`src/rtl/arq_pkg.sv`:
```
// Constants, field layouts and carrier types for the rule match qualifier.
// Assumes one 40 MHz system clock and the byte-wide indirect register port.
// What this block does
// - Layer 2 code 00 uses count value.
// - Forwarding bit 4 picks us or ms.
// - Bit 3 low: count down, interrupt expiry.
// - Bit 3 high: count matches, interrupt terminal.
// - Layer 2 codes pick type, address, both.
// - Layer 3 code 01 tests IP/protocol.
// - Layer 3 code 10 compares SA/DA.
// - Layer 4 codes: protocol, port, sequence.
// - Side bit: 0 destination, 1 source.
// - Sense bit: 0 unequal, 1 equal.
// - Offset 0x02 holds address byte 47:40.
// - Rule class decodes off, L2, L3, L4.
// - Sixteen entries, first index picks action.
package arq_pkg;
  // Direct register addresses of the indirect access path.
  localparam logic [7:0] ADDR_SELECT = 8'h6e;
  localparam logic [7:0] ADDR_OFFSET = 8'h6f;
  localparam logic [7:0] ADDR_WINDOW = 8'ha0;
  // Indirect byte offsets inside one rule.
  localparam logic [7:0] OFS_FIRST_RULE = 8'h00;
  localparam logic [7:0] OFS_QUALIFIER = 8'h01;
  localparam logic [7:0] OFS_STATION_TOP = 8'h02;
  // Table code in select bits 7:5 and port range in bits 3:0.
  localparam logic [2:0] TABLE_RULES = 3'h2;
  localparam int SEL_TABLE_LSB = 5;
  localparam logic [3:0] PORT_FIRST = 4'h1;
  localparam logic [3:0] PORT_LAST = 4'h5;
  localparam int NUM_PORTS = 5;
  // Reset values of the stored rule bytes.
  localparam logic [7:0] RST_BYTE = 8'h00;
  localparam logic [3:0] RST_FIRST_RULE = 4'h0;
  // Tick timing: 40 MHz clock, one microsecond, one thousand of them per ms.
  localparam int CLOCK_MHZ = 40;
  localparam int TIME_US = 1;
  localparam int US_PER_MS = 1000;
  localparam int US_CYCLES = TIME_US * CLOCK_MHZ;
  localparam logic [5:0] US_LAST = 6'(US_CYCLES - 1);
  localparam logic [9:0] MS_LAST = 10'(US_PER_MS - 1);
  localparam int COUNT_W = 11;

  // Rule class encoding.
  typedef enum logic [1:0] {
    ARQ_CLASS_OFF = 2'b00,
    ARQ_CLASS_L2 = 2'b01,
    ARQ_CLASS_L3 = 2'b10,
    ARQ_CLASS_L4 = 2'b11
  } arq_class_type;

  // Layout of the qualifier byte at offset 0x01.
  typedef struct packed {
    logic [1:0] reserved;
    arq_class_type rule_class;
    logic [1:0] match_field_select;
    logic addr_side;
    logic compare_sense;
  } arq_qual_type;

  // One parsed packet offered for qualification.
  typedef struct packed {
    logic valid;
    logic [3:0] port;
    logic [7:0] sa_top;
    logic [7:0] da_top;
    logic addr_rest_eq;
    logic type_eq;
    logic ip_eq;
    logic proto_eq;
    logic sada_eq;
    logic l4port_eq;
    logic seq_eq;
  } arq_pkt_type;

  // Timer settings taken from the applicable action and forwarding fields.
  typedef struct packed {
    logic [10:0] count_value;
    logic unit_ms;
    logic count_up;
  } arq_action_type;
endpackage

```
`src/rtl/arq_rule_qualifier.sv`:
```
// Per-port rule qualifier: indirect rule byte storage, match evaluation, count timers.
// Assumes the register port and packet inputs are synchronous to clock_i.
`timescale 1ns/100ps
`default_nettype none
module arq_rule_qualifier (
  // Clock and reset.
  input wire logic clock_i,
  input wire logic resetn_i,
  // Byte register port.
  input wire logic [7:0] reg_addr_i,
  input wire logic reg_wr_i,
  input wire logic reg_rd_i,
  input wire logic [7:0] reg_wdata_i,
  output logic [7:0] reg_rdata_o,
  // Packet qualification.
  input wire arq_pkg::arq_pkt_type pkt_i,
  input wire arq_pkg::arq_action_type action_i,
  output logic match_o,
  output logic [3:0] match_port_o,
  output logic [3:0] first_rule_index_o,
  // Count timer events, one bit per port.
  output logic [arq_pkg::NUM_PORTS-1:0] timer_irq_o
);
  localparam int NP = arq_pkg::NUM_PORTS;
  localparam int CW = arq_pkg::COUNT_W;

  // Reset synchroniser; the first stage feeds only the second.
  logic rst_meta_reg;
  logic rst_sync_reg;
  always_ff @(posedge clock_i or negedge resetn_i) begin
    if (!resetn_i) begin
      rst_meta_reg <= 1'b0;
      rst_sync_reg <= 1'b0;
    end else begin
      rst_meta_reg <= 1'b1;
      rst_sync_reg <= rst_meta_reg;
    end
  end
  wire logic rstn = rst_sync_reg;

  // Direct registers and stored rule bytes.
  logic [7:0] select_reg, select_next;
  logic [7:0] offset_reg, offset_next;
  logic [7:0] rdata_reg, rdata_next;
  logic [3:0] first_rule_reg [NP];
  logic [3:0] first_rule_next [NP];
  arq_pkg::arq_qual_type qual_reg [NP];
  arq_pkg::arq_qual_type qual_next [NP];
  logic [7:0] station_reg [NP];
  logic [7:0] station_next [NP];

  // Decode of the window target; only ports 1..5 of the rule table are reachable.
  logic win_ok;
  logic [2:0] win_idx;
  always_comb begin
    win_ok = (select_reg[7:arq_pkg::SEL_TABLE_LSB] == arq_pkg::TABLE_RULES) &&
             (select_reg[3:0] >= arq_pkg::PORT_FIRST) &&
             (select_reg[3:0] <= arq_pkg::PORT_LAST);
    win_idx = 3'(select_reg[3:0] - arq_pkg::PORT_FIRST);
  end

  // Register writes and read data. Reads of unmapped addresses return zero.
  always_comb begin
    select_next = select_reg;
    offset_next = offset_reg;
    rdata_next = rdata_reg;
    first_rule_next = first_rule_reg;
    qual_next = qual_reg;
    station_next = station_reg;
    if (reg_wr_i) begin
      if (reg_addr_i == arq_pkg::ADDR_SELECT) begin
        select_next = reg_wdata_i;
      end else if (reg_addr_i == arq_pkg::ADDR_OFFSET) begin
        offset_next = reg_wdata_i;
      end else if (reg_addr_i == arq_pkg::ADDR_WINDOW && win_ok) begin
        if (offset_reg == arq_pkg::OFS_FIRST_RULE) begin
          first_rule_next[win_idx] = reg_wdata_i[3:0];
        end else if (offset_reg == arq_pkg::OFS_QUALIFIER) begin
          // Reserved bits 7:6 are never stored, so they read back as zero.
          qual_next[win_idx] = arq_pkg::arq_qual_type'({2'b00, reg_wdata_i[5:0]});
        end else if (offset_reg == arq_pkg::OFS_STATION_TOP) begin
          station_next[win_idx] = reg_wdata_i;
        end
      end
    end
    if (reg_rd_i) begin
      rdata_next = 8'h00;
      if (reg_addr_i == arq_pkg::ADDR_SELECT) begin
        rdata_next = select_reg;
      end else if (reg_addr_i == arq_pkg::ADDR_OFFSET) begin
        rdata_next = offset_reg;
      end else if (reg_addr_i == arq_pkg::ADDR_WINDOW && win_ok) begin
        if (offset_reg == arq_pkg::OFS_FIRST_RULE) begin
          rdata_next = {4'h0, first_rule_reg[win_idx]};
        end else if (offset_reg == arq_pkg::OFS_QUALIFIER) begin
          rdata_next = qual_reg[win_idx];
        end else if (offset_reg == arq_pkg::OFS_STATION_TOP) begin
          rdata_next = station_reg[win_idx];
        end
      end
    end
  end

  // Register state; the qualifier fields come out of reset at zero.
  always_ff @(posedge clock_i or negedge rstn) begin
    if (!rstn) begin
      select_reg <= arq_pkg::RST_BYTE;
      offset_reg <= arq_pkg::RST_BYTE;
      rdata_reg <= arq_pkg::RST_BYTE;
      for (int i = 0; i < NP; i++) begin
        first_rule_reg[i] <= arq_pkg::RST_FIRST_RULE;
        qual_reg[i] <= arq_pkg::arq_qual_type'(arq_pkg::RST_BYTE);
        station_reg[i] <= arq_pkg::RST_BYTE;
      end
    end else begin
      select_reg <= select_next;
      offset_reg <= offset_next;
      rdata_reg <= rdata_next;
      first_rule_reg <= first_rule_next;
      qual_reg <= qual_next;
      station_reg <= station_next;
    end
  end
  assign reg_rdata_o = rdata_reg;

  // Match evaluation for the packet's own port.
  logic pkt_ok;
  logic [2:0] pkt_idx;
  arq_pkg::arq_qual_type pq;
  logic addr_eq;
  logic field_eq;
  logic code_ok;
  logic hit;
  always_comb begin
    pkt_ok = pkt_i.valid && (pkt_i.port >= arq_pkg::PORT_FIRST) &&
             (pkt_i.port <= arq_pkg::PORT_LAST);
    pkt_idx = 3'(pkt_i.port - arq_pkg::PORT_FIRST);
    pq = pkt_ok ? qual_reg[pkt_idx] : arq_pkg::arq_qual_type'(arq_pkg::RST_BYTE);
    addr_eq = ((pq.addr_side ? pkt_i.sa_top : pkt_i.da_top) == station_reg[pkt_idx]) &&
              pkt_i.addr_rest_eq;
    field_eq = 1'b0;
    code_ok = 1'b1;
    unique case (pq.rule_class)
      arq_pkg::ARQ_CLASS_OFF: begin
        // A disabled rule never matches and takes no action.
        code_ok = 1'b0;
      end
      arq_pkg::ARQ_CLASS_L2: begin
        unique case (pq.match_field_select)
          2'b01: field_eq = pkt_i.type_eq;
          2'b10: field_eq = addr_eq;
          default: field_eq = addr_eq && pkt_i.type_eq;
        endcase
      end
      arq_pkg::ARQ_CLASS_L3: begin
        unique case (pq.match_field_select)
          2'b01: field_eq = pkt_i.ip_eq || pkt_i.proto_eq;
          2'b10: field_eq = pkt_i.sada_eq;
          default: code_ok = 1'b0;
        endcase
      end
      arq_pkg::ARQ_CLASS_L4: begin
        unique case (pq.match_field_select)
          2'b00: field_eq = pkt_i.proto_eq;
          2'b11: field_eq = pkt_i.seq_eq;
          default: field_eq = pkt_i.l4port_eq;
        endcase
      end
    endcase
    hit = pkt_ok && code_ok && (pq.compare_sense ? field_eq : !field_eq);
  end

  // Match result registers.
  logic match_reg, match_next;
  logic [3:0] mport_reg, mport_next;
  logic [3:0] mfirst_reg, mfirst_next;
  always_comb begin
    match_next = hit;
    mport_next = hit ? pkt_i.port : mport_reg;
    mfirst_next = hit ? first_rule_reg[pkt_idx] : mfirst_reg;
  end
  always_ff @(posedge clock_i or negedge rstn) begin
    if (!rstn) begin
      match_reg <= 1'b0;
      mport_reg <= 4'h0;
      mfirst_reg <= arq_pkg::RST_FIRST_RULE;
    end else begin
      match_reg <= match_next;
      mport_reg <= mport_next;
      mfirst_reg <= mfirst_next;
    end
  end
  assign match_o = match_reg;
  assign match_port_o = mport_reg;
  assign first_rule_index_o = mfirst_reg;

  // Time base: a prescaler gives the microsecond tick, a second counter the ms tick.
  logic [5:0] us_cnt_reg, us_cnt_next;
  logic [9:0] ms_cnt_reg, ms_cnt_next;
  logic us_tick, ms_tick;
  always_comb begin
    us_tick = (us_cnt_reg == arq_pkg::US_LAST);
    ms_tick = us_tick && (ms_cnt_reg == arq_pkg::MS_LAST);
    us_cnt_next = us_tick ? 6'h00 : us_cnt_reg + 6'h01;
    ms_cnt_next = ms_cnt_reg;
    if (us_tick) begin
      ms_cnt_next = ms_tick ? 10'h000 : ms_cnt_reg + 10'h001;
    end
  end
  always_ff @(posedge clock_i or negedge rstn) begin
    if (!rstn) begin
      us_cnt_reg <= 6'h00;
      ms_cnt_reg <= 10'h000;
    end else begin
      us_cnt_reg <= us_cnt_next;
      ms_cnt_reg <= ms_cnt_next;
    end
  end

  // Count timers, one per port, active only for Layer 2 rules with code 00.
  // A hit on the port restarts the down counter, so expiry means no hit for the whole period.
  logic [CW-1:0] cnt_reg [NP];
  logic [CW-1:0] cnt_next [NP];
  logic [NP-1:0] run_reg, run_next;
  logic [NP-1:0] irq_reg, irq_next;
  logic unit_tick;
  always_comb begin
    unit_tick = action_i.unit_ms ? ms_tick : us_tick;
    cnt_next = cnt_reg;
    run_next = run_reg;
    irq_next = '0;
    for (int i = 0; i < NP; i++) begin
      if (qual_reg[i].rule_class != arq_pkg::ARQ_CLASS_L2 ||
          qual_reg[i].match_field_select != 2'b00) begin
        cnt_next[i] = '0;
        run_next[i] = 1'b0;
      end else if (action_i.count_up) begin
        run_next[i] = 1'b0;
        if (hit && pkt_idx == 3'(i)) begin
          if (cnt_reg[i] + 11'h001 >= action_i.count_value) begin
            irq_next[i] = 1'b1;
            cnt_next[i] = '0;
          end else begin
            cnt_next[i] = cnt_reg[i] + 11'h001;
          end
        end
      end else begin
        if (hit && pkt_idx == 3'(i)) begin
          cnt_next[i] = action_i.count_value;
          run_next[i] = 1'b1;
        end else if (run_reg[i] && unit_tick) begin
          if (cnt_reg[i] <= 11'h001) begin
            irq_next[i] = 1'b1;
            cnt_next[i] = '0;
            run_next[i] = 1'b0;
          end else begin
            cnt_next[i] = cnt_reg[i] - 11'h001;
          end
        end
      end
    end
  end
  always_ff @(posedge clock_i or negedge rstn) begin
    if (!rstn) begin
      for (int i = 0; i < NP; i++) begin
        cnt_reg[i] <= '0;
      end
      run_reg <= '0;
      irq_reg <= '0;
    end else begin
      cnt_reg <= cnt_next;
      run_reg <= run_next;
      irq_reg <= irq_next;
    end
  end
  assign timer_irq_o = irq_reg;
endmodule
`default_nettype wire

```
`config.mk`:
```
export PLATFORM = sky130hd
export DESIGN_NAME = arq_rule_qualifier
export DESIGN_NICKNAME = d
export VERILOG_FILES = /design/src/rtl/arq_pkg.sv /design/src/rtl/arq_rule_qualifier.sv
export SDC_FILE = /design/constraint.sdc
export NUM_CORES = 1
export LEC_CHECK = 0
export ABC_AREA = 1
export BUFFER_PORTS_ARGS = -buffer_cell sky130_fd_sc_hd__buf_2
export CORE_MARGIN = 2
export CORE_UTILIZATION = 30
export DETAILED_ROUTE_END_ITERATION = 10
export PLACE_DENSITY = 0.55
export SETUP_SLACK_MARGIN = 0.15
export SLEW_MARGIN = 20
export SYNTH_ARGS = -nofsm -noshare
export SYNTH_HDL_FRONTEND = slang
export SYNTH_SLANG_ARGS = --single-unit
```
`constraint.sdc`:
```
create_clock -name clock_i -period 12.8 [get_ports clock_i]
set_clock_uncertainty 0.15 [all_clocks]
set_input_delay 0.64 -clock clock_i [delete_from_list [all_inputs] [get_ports clock_i]]
set_output_delay 0.64 -clock clock_i [all_outputs]
set_load 0.02 [all_outputs]
```
==> out/qor.txt, run 1 <==
======================================================================================
Length of routed met3 wiring                                                   3.59 mm
Met1 Routed Length                                                             23.5 mm
Power density relative to cell area                                       97.6 mW/mm^2
Number of buffer cells added on primary ports                                       82
Worst-Skew Late Latency                                                        0.57 ns
Via count of the routed design                                                   15700
Primary FF master, synth                                                  sky130_fd_sc_hd__dfrtp_1
Number of antenna diodes                                                             0
Floorplan core area                                                       0.0513 sq mm
Top library cells by usage in the layout, fill and taps aside             sky130_fd_sc_hd__nand2_1, sky130_fd_sc_hd__inv_1, sky130_fd_sc_hd__o21ai_0, sky130_fd_sc_hd__dfrtp_1, sky130_fd_sc_hd__nor2_1
Post-DR vias/cell                                                                 5.25
Unrepaired setup endpoints after global routing                                  false
Fin crit share                                                                   0.445
Std-Cell Rows                                                                       83
Final net count                                                                   2433
Final weighted congestion in routability-driven placement                        0.906
Antenna Violating Nets Remaining                                                     0
GRT Resource Usage Total                                                         0.192
Layout Area Growth over Synthesis                                                12.2%
Worst-case register-to-register setup slack                                    8.65 ns
I/O pin count                                                                       83
Number of levels the H-tree was split into                                           1
Transition time at the pin with the least slew margin                          1.09 ns
Worst voltage drop across the vdd grid                                       0.0788 mV
Post-layout instance area                                                 0.0175 sq mm
Setup violations, final                                                              0
Number of flip-flops under the largest register name                                55
Worst path slowest cell                                                   sky130_fd_sc_hd__inv_1
Clock tree from TritonCTS                                                        built
Share of post-route cells with drive strength above 1                           0.0771
Pin count of the biggest net entering global routing                               149
DR iter-0 viols                                                                   1308
Avg Inst Size Synth                                                         6.83 sq um
Number of design rule violations left after detail routing                           0
Post-route minimum period                                                      5.69 ns
Number of standard cells after synthesis                                          2277
Total standard cell area after synthesis                                  0.0156 sq mm
Class of the most critical hold timing path                                     in2reg
Delay contributed by the slowest stage of the critical path                    0.70 ns
Global-route wire length before repair                                         82.7 mm
Clock net sink count                                                               206
Number of storage elements in the synthesis netlist                                206
Overall overflow remaining after global route                                        0
Tot Pwr                                                                        1.70 mW
Met2 wire len                                                                  23.4 mm
Critical path data required time                                              13.11 ns
Count of final hold-check violations                                                 0
Clock slew at the register clock pins of the worst setup and hold paths        0.06 ns
Outcome                                                                   finished clean
Routed len/inst                                                           17.4 microns
Synthesized netlist net count                                                     2421
Post-detailed-routing wire length                                              52.1 mm
Num CTS Buffers                                                                     27
Leakage power figure                                                           8.53 nW
Achievable clock frequency                                                     176 MHz
Post-CTS Setup Bufs                                                                  0
Share of flip-flops with an asynchronous set or reset                             1.00
Via count of the first global-routing pass                                       14900
Crit path kind                                                                  in2reg
Number of antenna violations at the first check in global routing                    0
Horizontal extent of the die                                               232 microns
Element type at the critical path start                                     input port
Leading cell type in the layout, fill and taps excluded                   sky130_fd_sc_hd__nand2_1
Highest routed metal layer                                                        met4
Total Die Area                                                            0.0537 sq mm
Die height                                                                 232 microns
Iteration count of the initial detailed-routing pass                                 7
Starting Density                                                                 0.303
Nature of the critical path endpoint                                         flip-flop
Final Slew Violations                                                                0
Clock Tree Root                                                           sky130_fd_sc_hd__clkbuf_16
Number of flops mapped to enable cells by yosys                                      0
Number of warnings reported in the yosys synthesis log                               0
Sum of net half-perimeters after detailed placement                            37.4 mm
Max clock buf depth                                                                  3
CP Data Arrival Time                                                           6.00 ns
Post-synthesis sequential area ratio                                             0.331
Max-cap viol count                                                                   0
Area post-placement                                                       0.0165 sq mm
Sum of negative setup slack                                                       0 ns
Cell-by-cell listing of the critical path                                 buf_2 > buf_4 > inv_2 > ha_1 > inv_1 > o21ai_0 > nor2_1 > a211oi_1 > nor2_1 > inv_1 > ha_1 > a221oi_1 > nor3_1 > a21oi_1 > nand3_2 > nand2_8 > nand3_4 > nand2_1 > inv_1 > nand2_1 > nand2_1
Cell variety after synth                                                            58
Max-Slew Margin vs Limit                                                         0.269
CP max FO                                                                           61
======================================================================================
==> critical path: cells and delay by family <==
family / cells / cell delay, ns
compound gates: 4 / 0.73
fa+ha+maj: 2 / 1.00
buf+inv: 6 / 1.83
simple gates: 9 / 1.69
==> area by class of cell <==
| class | count | area (sq um) |
|---|---|---|
| inverters | 257 | 965 |
| repair buffers | 99 | 553 |
| fillers | 5566 | 33900 |
| well taps | 680 | 851 |
| clock inverters | 13 | 211 |
| multi-input cells | 1698 | 8950 |
| flip-flops and latches | 206 | 5160 |
| clock buffers | 36 | 759 |
==> power breakdown <==
group | switching [mW] | total (mW) | internal [mW] | leakage, nW
logic | 0.137 | 0.188 | 0.0513 | 5.23
registers | 0.0163 | 0.681 | 0.665 | 2.82
clock network | 0.317 | 0.834 | 0.518 | 0.478
==> per-layer routing <==
layer	GRT usage	vias to the layer above
met2	0.310	598
met5	0	-
met1	0.262	7333
met4	0.0585	0
met3	0.0313	97
li1	-	7653
==> cell families (layout without fill, tap and decap cells) <==
| group | after synthesis | after routing | share of synthesized area |
|---|---|---|---|
| fa+ha+maj | 83 | 83 | 0.0668 |
| xor+xnor | 50 | 50 | 0.0282 |
| compound gates | 477 | 477 | 0.170 |
| flops | 206 | 206 | 0.331 |
| simple gates | 1086 | 1086 | 0.307 |
| buf+inv | 373 | 405 | 0.0956 |
| mux | 1 | 1 | 0.000724 |
| other cells | 1 | 1 | 0.000241 |
==> repair_timing <==
action / in CTS / in global routing
setup endpoints to repair: 0 / 0
hold buffers: 1 / 0
resized for setup: 0 / 0
endpoints found under the hold margin: 2 / 0
==> metrics by stage <==
step	std cells	hold WS, ns	util	worst slack (ns)
2_1_floorplan	2277	0.181	-	6.48
3_3_place_gp	2939	0.188	0.321	6.66
3_5_place_dp	2939	0.190	0.321	6.64
4_1_cts	2989	0.120	0.340	7.23
5_1_grt	2989	0.148	0.340	6.67
6_report	2989	0.142	0.340	7.11
==> path summary, 6_finish.rpt <==
kind,from,endpoint,depth (start not counted)
setup / recovery,pkt_i[23],cnt_reg[31],21
hold / removal,reg_wdata_i[7],offset_reg[7],3
hold reg to reg,rst_meta_reg,rst_sync_reg,0
setup reg to reg,select_reg[0],reg_rdata_o[0],13
max in group asynchronous,rst_sync_reg,cnt_reg[54],1
min in group asynchronous,resetn_i,rst_sync_reg,2
==> synth_stat cells, types with 2 or more instances <==
master,count,area [sq um]
sky130_fd_sc_hd__xnor2_1,4,35.0
sky130_fd_sc_hd__nor2_1,168,631
sky130_fd_sc_hd__nand3_4,5,87.6
sky130_fd_sc_hd__nor3b_1,2,15.0
sky130_fd_sc_hd__a211oi_1,6,45.0
sky130_fd_sc_hd__buf_4,2,15.0
sky130_fd_sc_hd__nand2_1,580,2180
sky130_fd_sc_hd__inv_2,5,18.8
sky130_fd_sc_hd__a22oi_1,5,37.5
sky130_fd_sc_hd__nor4_1,21,131
sky130_fd_sc_hd__a21boi_0,3,22.5
sky130_fd_sc_hd__a21oi_1,141,706
sky130_fd_sc_hd__o21ai_0,219,1100
sky130_fd_sc_hd__nand3b_1,8,60.1
sky130_fd_sc_hd__inv_1,251,942
sky130_fd_sc_hd__o221ai_1,7,61.3
sky130_fd_sc_hd__o31ai_1,4,30.0
sky130_fd_sc_hd__o21a_1,6,45.0
sky130_fd_sc_hd__xor2_1,46,403
sky130_fd_sc_hd__buf_1,7,26.3
sky130_fd_sc_hd__nor3_1,54,270
sky130_fd_sc_hd__dfrtp_1,206,5150
sky130_fd_sc_hd__ha_1,83,1040
sky130_fd_sc_hd__o22ai_1,16,100
sky130_fd_sc_hd__clkbuf_1,79,297
sky130_fd_sc_hd__o2111ai_1,6,52.6
sky130_fd_sc_hd__or2_2,3,18.8
sky130_fd_sc_hd__o211ai_1,6,45.0
sky130_fd_sc_hd__buf_2,20,100
sky130_fd_sc_hd__nand4_1,80,500
sky130_fd_sc_hd__a41oi_1,2,17.5
sky130_fd_sc_hd__o41ai_1,2,17.5
sky130_fd_sc_hd__buf_6,7,78.8
sky130_fd_sc_hd__nand3_1,150,751
sky130_fd_sc_hd__or2_0,2,12.5
sky130_fd_sc_hd__o311ai_0,2,17.5
sky130_fd_sc_hd__a221oi_1,3,26.3
sky130_fd_sc_hd__nand2_2,4,25.0
sky130_fd_sc_hd__a31oi_1,43,269
No activity file was read; power rests on OpenSTA's default activity.
==> run 2, diff against run 1 <==
PLACE_DENSITY = 0.57   (was 0.55)
clock period = 4.9 ns   (was 12.8 ns; I/O delays follow)
==> run 2 against run 1 <==
  * Combinational power grew to 2.8 times the previous value
  * Critical path depth increased by 1
  * Critical path type unchanged
  * Sequential power grew to 2.6 times the previous value
  * Power grew 140%
  * Setup slack worse by 6.5 ns
  * Critical endpoint is now cnt_reg[22]
==> out/qor.txt, run 2 (same netlist as run 1, synthesis figures left out) <==
======================================================================================
Outcome                                                                   finished clean
Number of antenna violations at the first check in global routing                    2   +2
Fin crit share                                                                   0.881
Std-Cell Rows                                                                       83   unchanged
Tot Pwr                                                                        4.16 mW   +140%
Global-route wire length before repair                                         83.4 mm   +0.89%
Setup violations, final                                                              0   unchanged
DR iter-0 viols                                                                   1709   +31%
Transition time at the pin with the least slew margin                          1.16 ns   +0.0693 ns
Count of final hold-check violations                                                 0   unchanged
Via count of the first global-routing pass                                       15300   +2.8%
Number of buffer cells added on primary ports                                       82   unchanged
Post-DR vias/cell                                                                 5.27   +0.38%
Class of the most critical hold timing path                                     in2reg
Die height                                                                 232 microns   unchanged
Max clock buf depth                                                                  3   unchanged
Fin Hold WS                                                                  0.0474 ns   -0.0942 ns
Post-detailed-routing wire length                                              52.5 mm   +0.73%
Placed insts                                                                      2955   +0.54%
Highest routed metal layer                                                        met5
CP max FO                                                                           26   -57%
Leading cell type in the layout, fill and taps excluded                   sky130_fd_sc_hd__nand2_1
Pin count of the biggest net entering global routing                               113   -24%
Met2 wire len                                                                  23.7 mm   +1.6%
GRT Resource Usage Total                                                         0.193   +0.00177
Overall overflow remaining after global route                                        0   unchanged
Worst voltage drop across the vdd grid                                        0.258 mV   +230%
Final Slew Violations                                                                0   unchanged
Number of levels the H-tree was split into                                           1   unchanged
Number of standard cells in the layout, taps in and fillers out                   3014   +0.84%
Sum of negative setup slack                                                       0 ns   unchanged
CP Data Arrival Time                                                           4.61 ns   -1.39 ns
Top library cells by usage in the layout, fill and taps aside             sky130_fd_sc_hd__nand2_1, sky130_fd_sc_hd__inv_1, sky130_fd_sc_hd__o21ai_0, sky130_fd_sc_hd__dfrtp_1, sky130_fd_sc_hd__nor2_1
Nature of the critical path endpoint                                         flip-flop
Clock slew at the register clock pins of the worst setup and hold paths        0.06 ns   about the same
Routed len/inst                                                           17.4 microns   -0.11%
Floorplan core area                                                       0.0513 sq mm   unchanged
Max-Slew Margin vs Limit                                                         0.227   -0.0423
I/O pin count                                                                       83   unchanged
Iteration count of the initial detailed-routing pass                                 6   -1
Num CTS Buffers                                                                     27   unchanged
Unrepaired setup endpoints after global routing                                  false
Final net count                                                                   2460   +1.1%
Post-route minimum period                                                      4.32 ns
Number of design rule violations left after detail routing                           0   unchanged
Starting Density                                                                 0.303   unchanged
Count of filler cells inserted in the layout                                      5555   -0.20%
Total Die Area                                                            0.0537 sq mm   unchanged
Number of flip-flops under the largest register name                                55   unchanged
Crit path kind                                                                  in2reg
Horizontal extent of the die                                               232 microns   unchanged
Power density relative to cell area                                        238 mW/mm^2   +140%
Clock Tree Root                                                           sky130_fd_sc_hd__clkbuf_16
Length of routed met3 wiring                                                   3.99 mm   +11%
Post-layout instance area                                                 0.0175 sq mm   +0.39%
Max-cap viol count                                                                   0   unchanged
Clock net sink count                                                               206   unchanged
Element type at the critical path start                                     input port
Via count of the routed design                                                   15900   +1.2%
Final weighted congestion in routability-driven placement                        0.941   +3.8%
Area post-placement                                                       0.0166 sq mm   +0.68%
Layout Area Growth over Synthesis                                                12.6%
Achievable clock frequency                                                     232 MHz
Antenna Violating Nets Remaining                                                     0   unchanged
Leakage power figure                                                           8.58 nW   +0.65%
Met1 Routed Length                                                             23.3 mm   -0.66%
Sum of net half-perimeters after detailed placement                            38.4 mm   +2.5%
Post-CTS Setup Bufs                                                                  0   unchanged
Critical path data required time                                               5.19 ns   -7.92 ns
Share of post-route cells with drive strength above 1                           0.0814   +0.00435
Worst-Skew Late Latency                                                        0.57 ns   about the same
Clock tree from TritonCTS                                                        built
======================================================================================
run 2: repair_timing:
item,CTS,global route
hold buffers,12,0
gates resized for setup,0,0
endpoints found under the hold margin,31,0
run 2: metal layers:
| metal | vias up | GRT usage |
|---|---|---|
| met5 | - | 0 |
| met4 | 2 | 0.0515 |
| met3 | 98 | 0.0314 |
| met2 | 619 | 0.315 |
| met1 | 7439 | 0.265 |
| li1 | 7715 | - |
run 2: worst max-delay path, stage by stage:
cell and delay (ns):
sky130_fd_sc_hd__dlygate4sd3_1 0.55, sky130_fd_sc_hd__buf_2 0.15, sky130_fd_sc_hd__inv_1 0.08, sky130_fd_sc_hd__ha_1 0.29, sky130_fd_sc_hd__buf_4 0.23, sky130_fd_sc_hd__nand2_2 0.17, sky130_fd_sc_hd__o21ai_0 0.22, sky130_fd_sc_hd__nand2_1 0.08
sky130_fd_sc_hd__nor2_1 0.19, sky130_fd_sc_hd__inv_1 0.09, sky130_fd_sc_hd__ha_1 0.34, sky130_fd_sc_hd__a221oi_1 0.23, sky130_fd_sc_hd__nor3_1 0.09, sky130_fd_sc_hd__a21oi_1 0.22, sky130_fd_sc_hd__nand3_2 0.17, sky130_fd_sc_hd__nand2_8 0.21
sky130_fd_sc_hd__buf_4 0.27, sky130_fd_sc_hd__nand3_4 0.27, sky130_fd_sc_hd__nand2_1 0.14, sky130_fd_sc_hd__inv_1 0.18, sky130_fd_sc_hd__nand2_1 0.11, sky130_fd_sc_hd__nand2_1 0.06
run 2: final timing paths:
kind	startpoint	end	slack, ns	cells after the start
min	action_i[11]	cnt_reg[9]	0.05	5
max reg2reg	cnt_reg[22]	cnt_reg[23]	1.00	18
min reg2reg	rst_meta_reg	rst_sync_reg	0.20	0
max in group asynchronous	rst_sync_reg	qual_reg[5]	3.26	1
min in group asynchronous	rst_sync_reg	first_rule_reg[0]	0.21	0
max	pkt_i[24]	cnt_reg[22]	0.58	22
run 2: final cells by class:
class,count,area (sq um),share of cell area
tap,680,851,0.0486
antenna,1,2.50,0.000143
timing repair buffer,126,783,0.0447
inverter,257,965,0.0551
multi-input combinational,1698,8940,0.510
clock inverter,12,83.8,0.00479
clock buffer,34,732,0.0418
sequential,206,5160,0.294
run 2: report_power, final:
group | internal (mW) | switching, mW
sequential | 1.74 | 0.0294
clock | 1.06 | 0.823
combinational | 0.148 | 0.371
run 2: through the flow:
stage / utilization / worst slack (ns)
2_1_floorplan: - / 0.734
4_1_cts: 0.341 / 0.654
6_report: 0.341 / 0.581
5_1_grt: 0.341 / 0.265
3_3_place_gp: 0.323 / 0.716
3_5_place_dp: 0.323 / 0.536
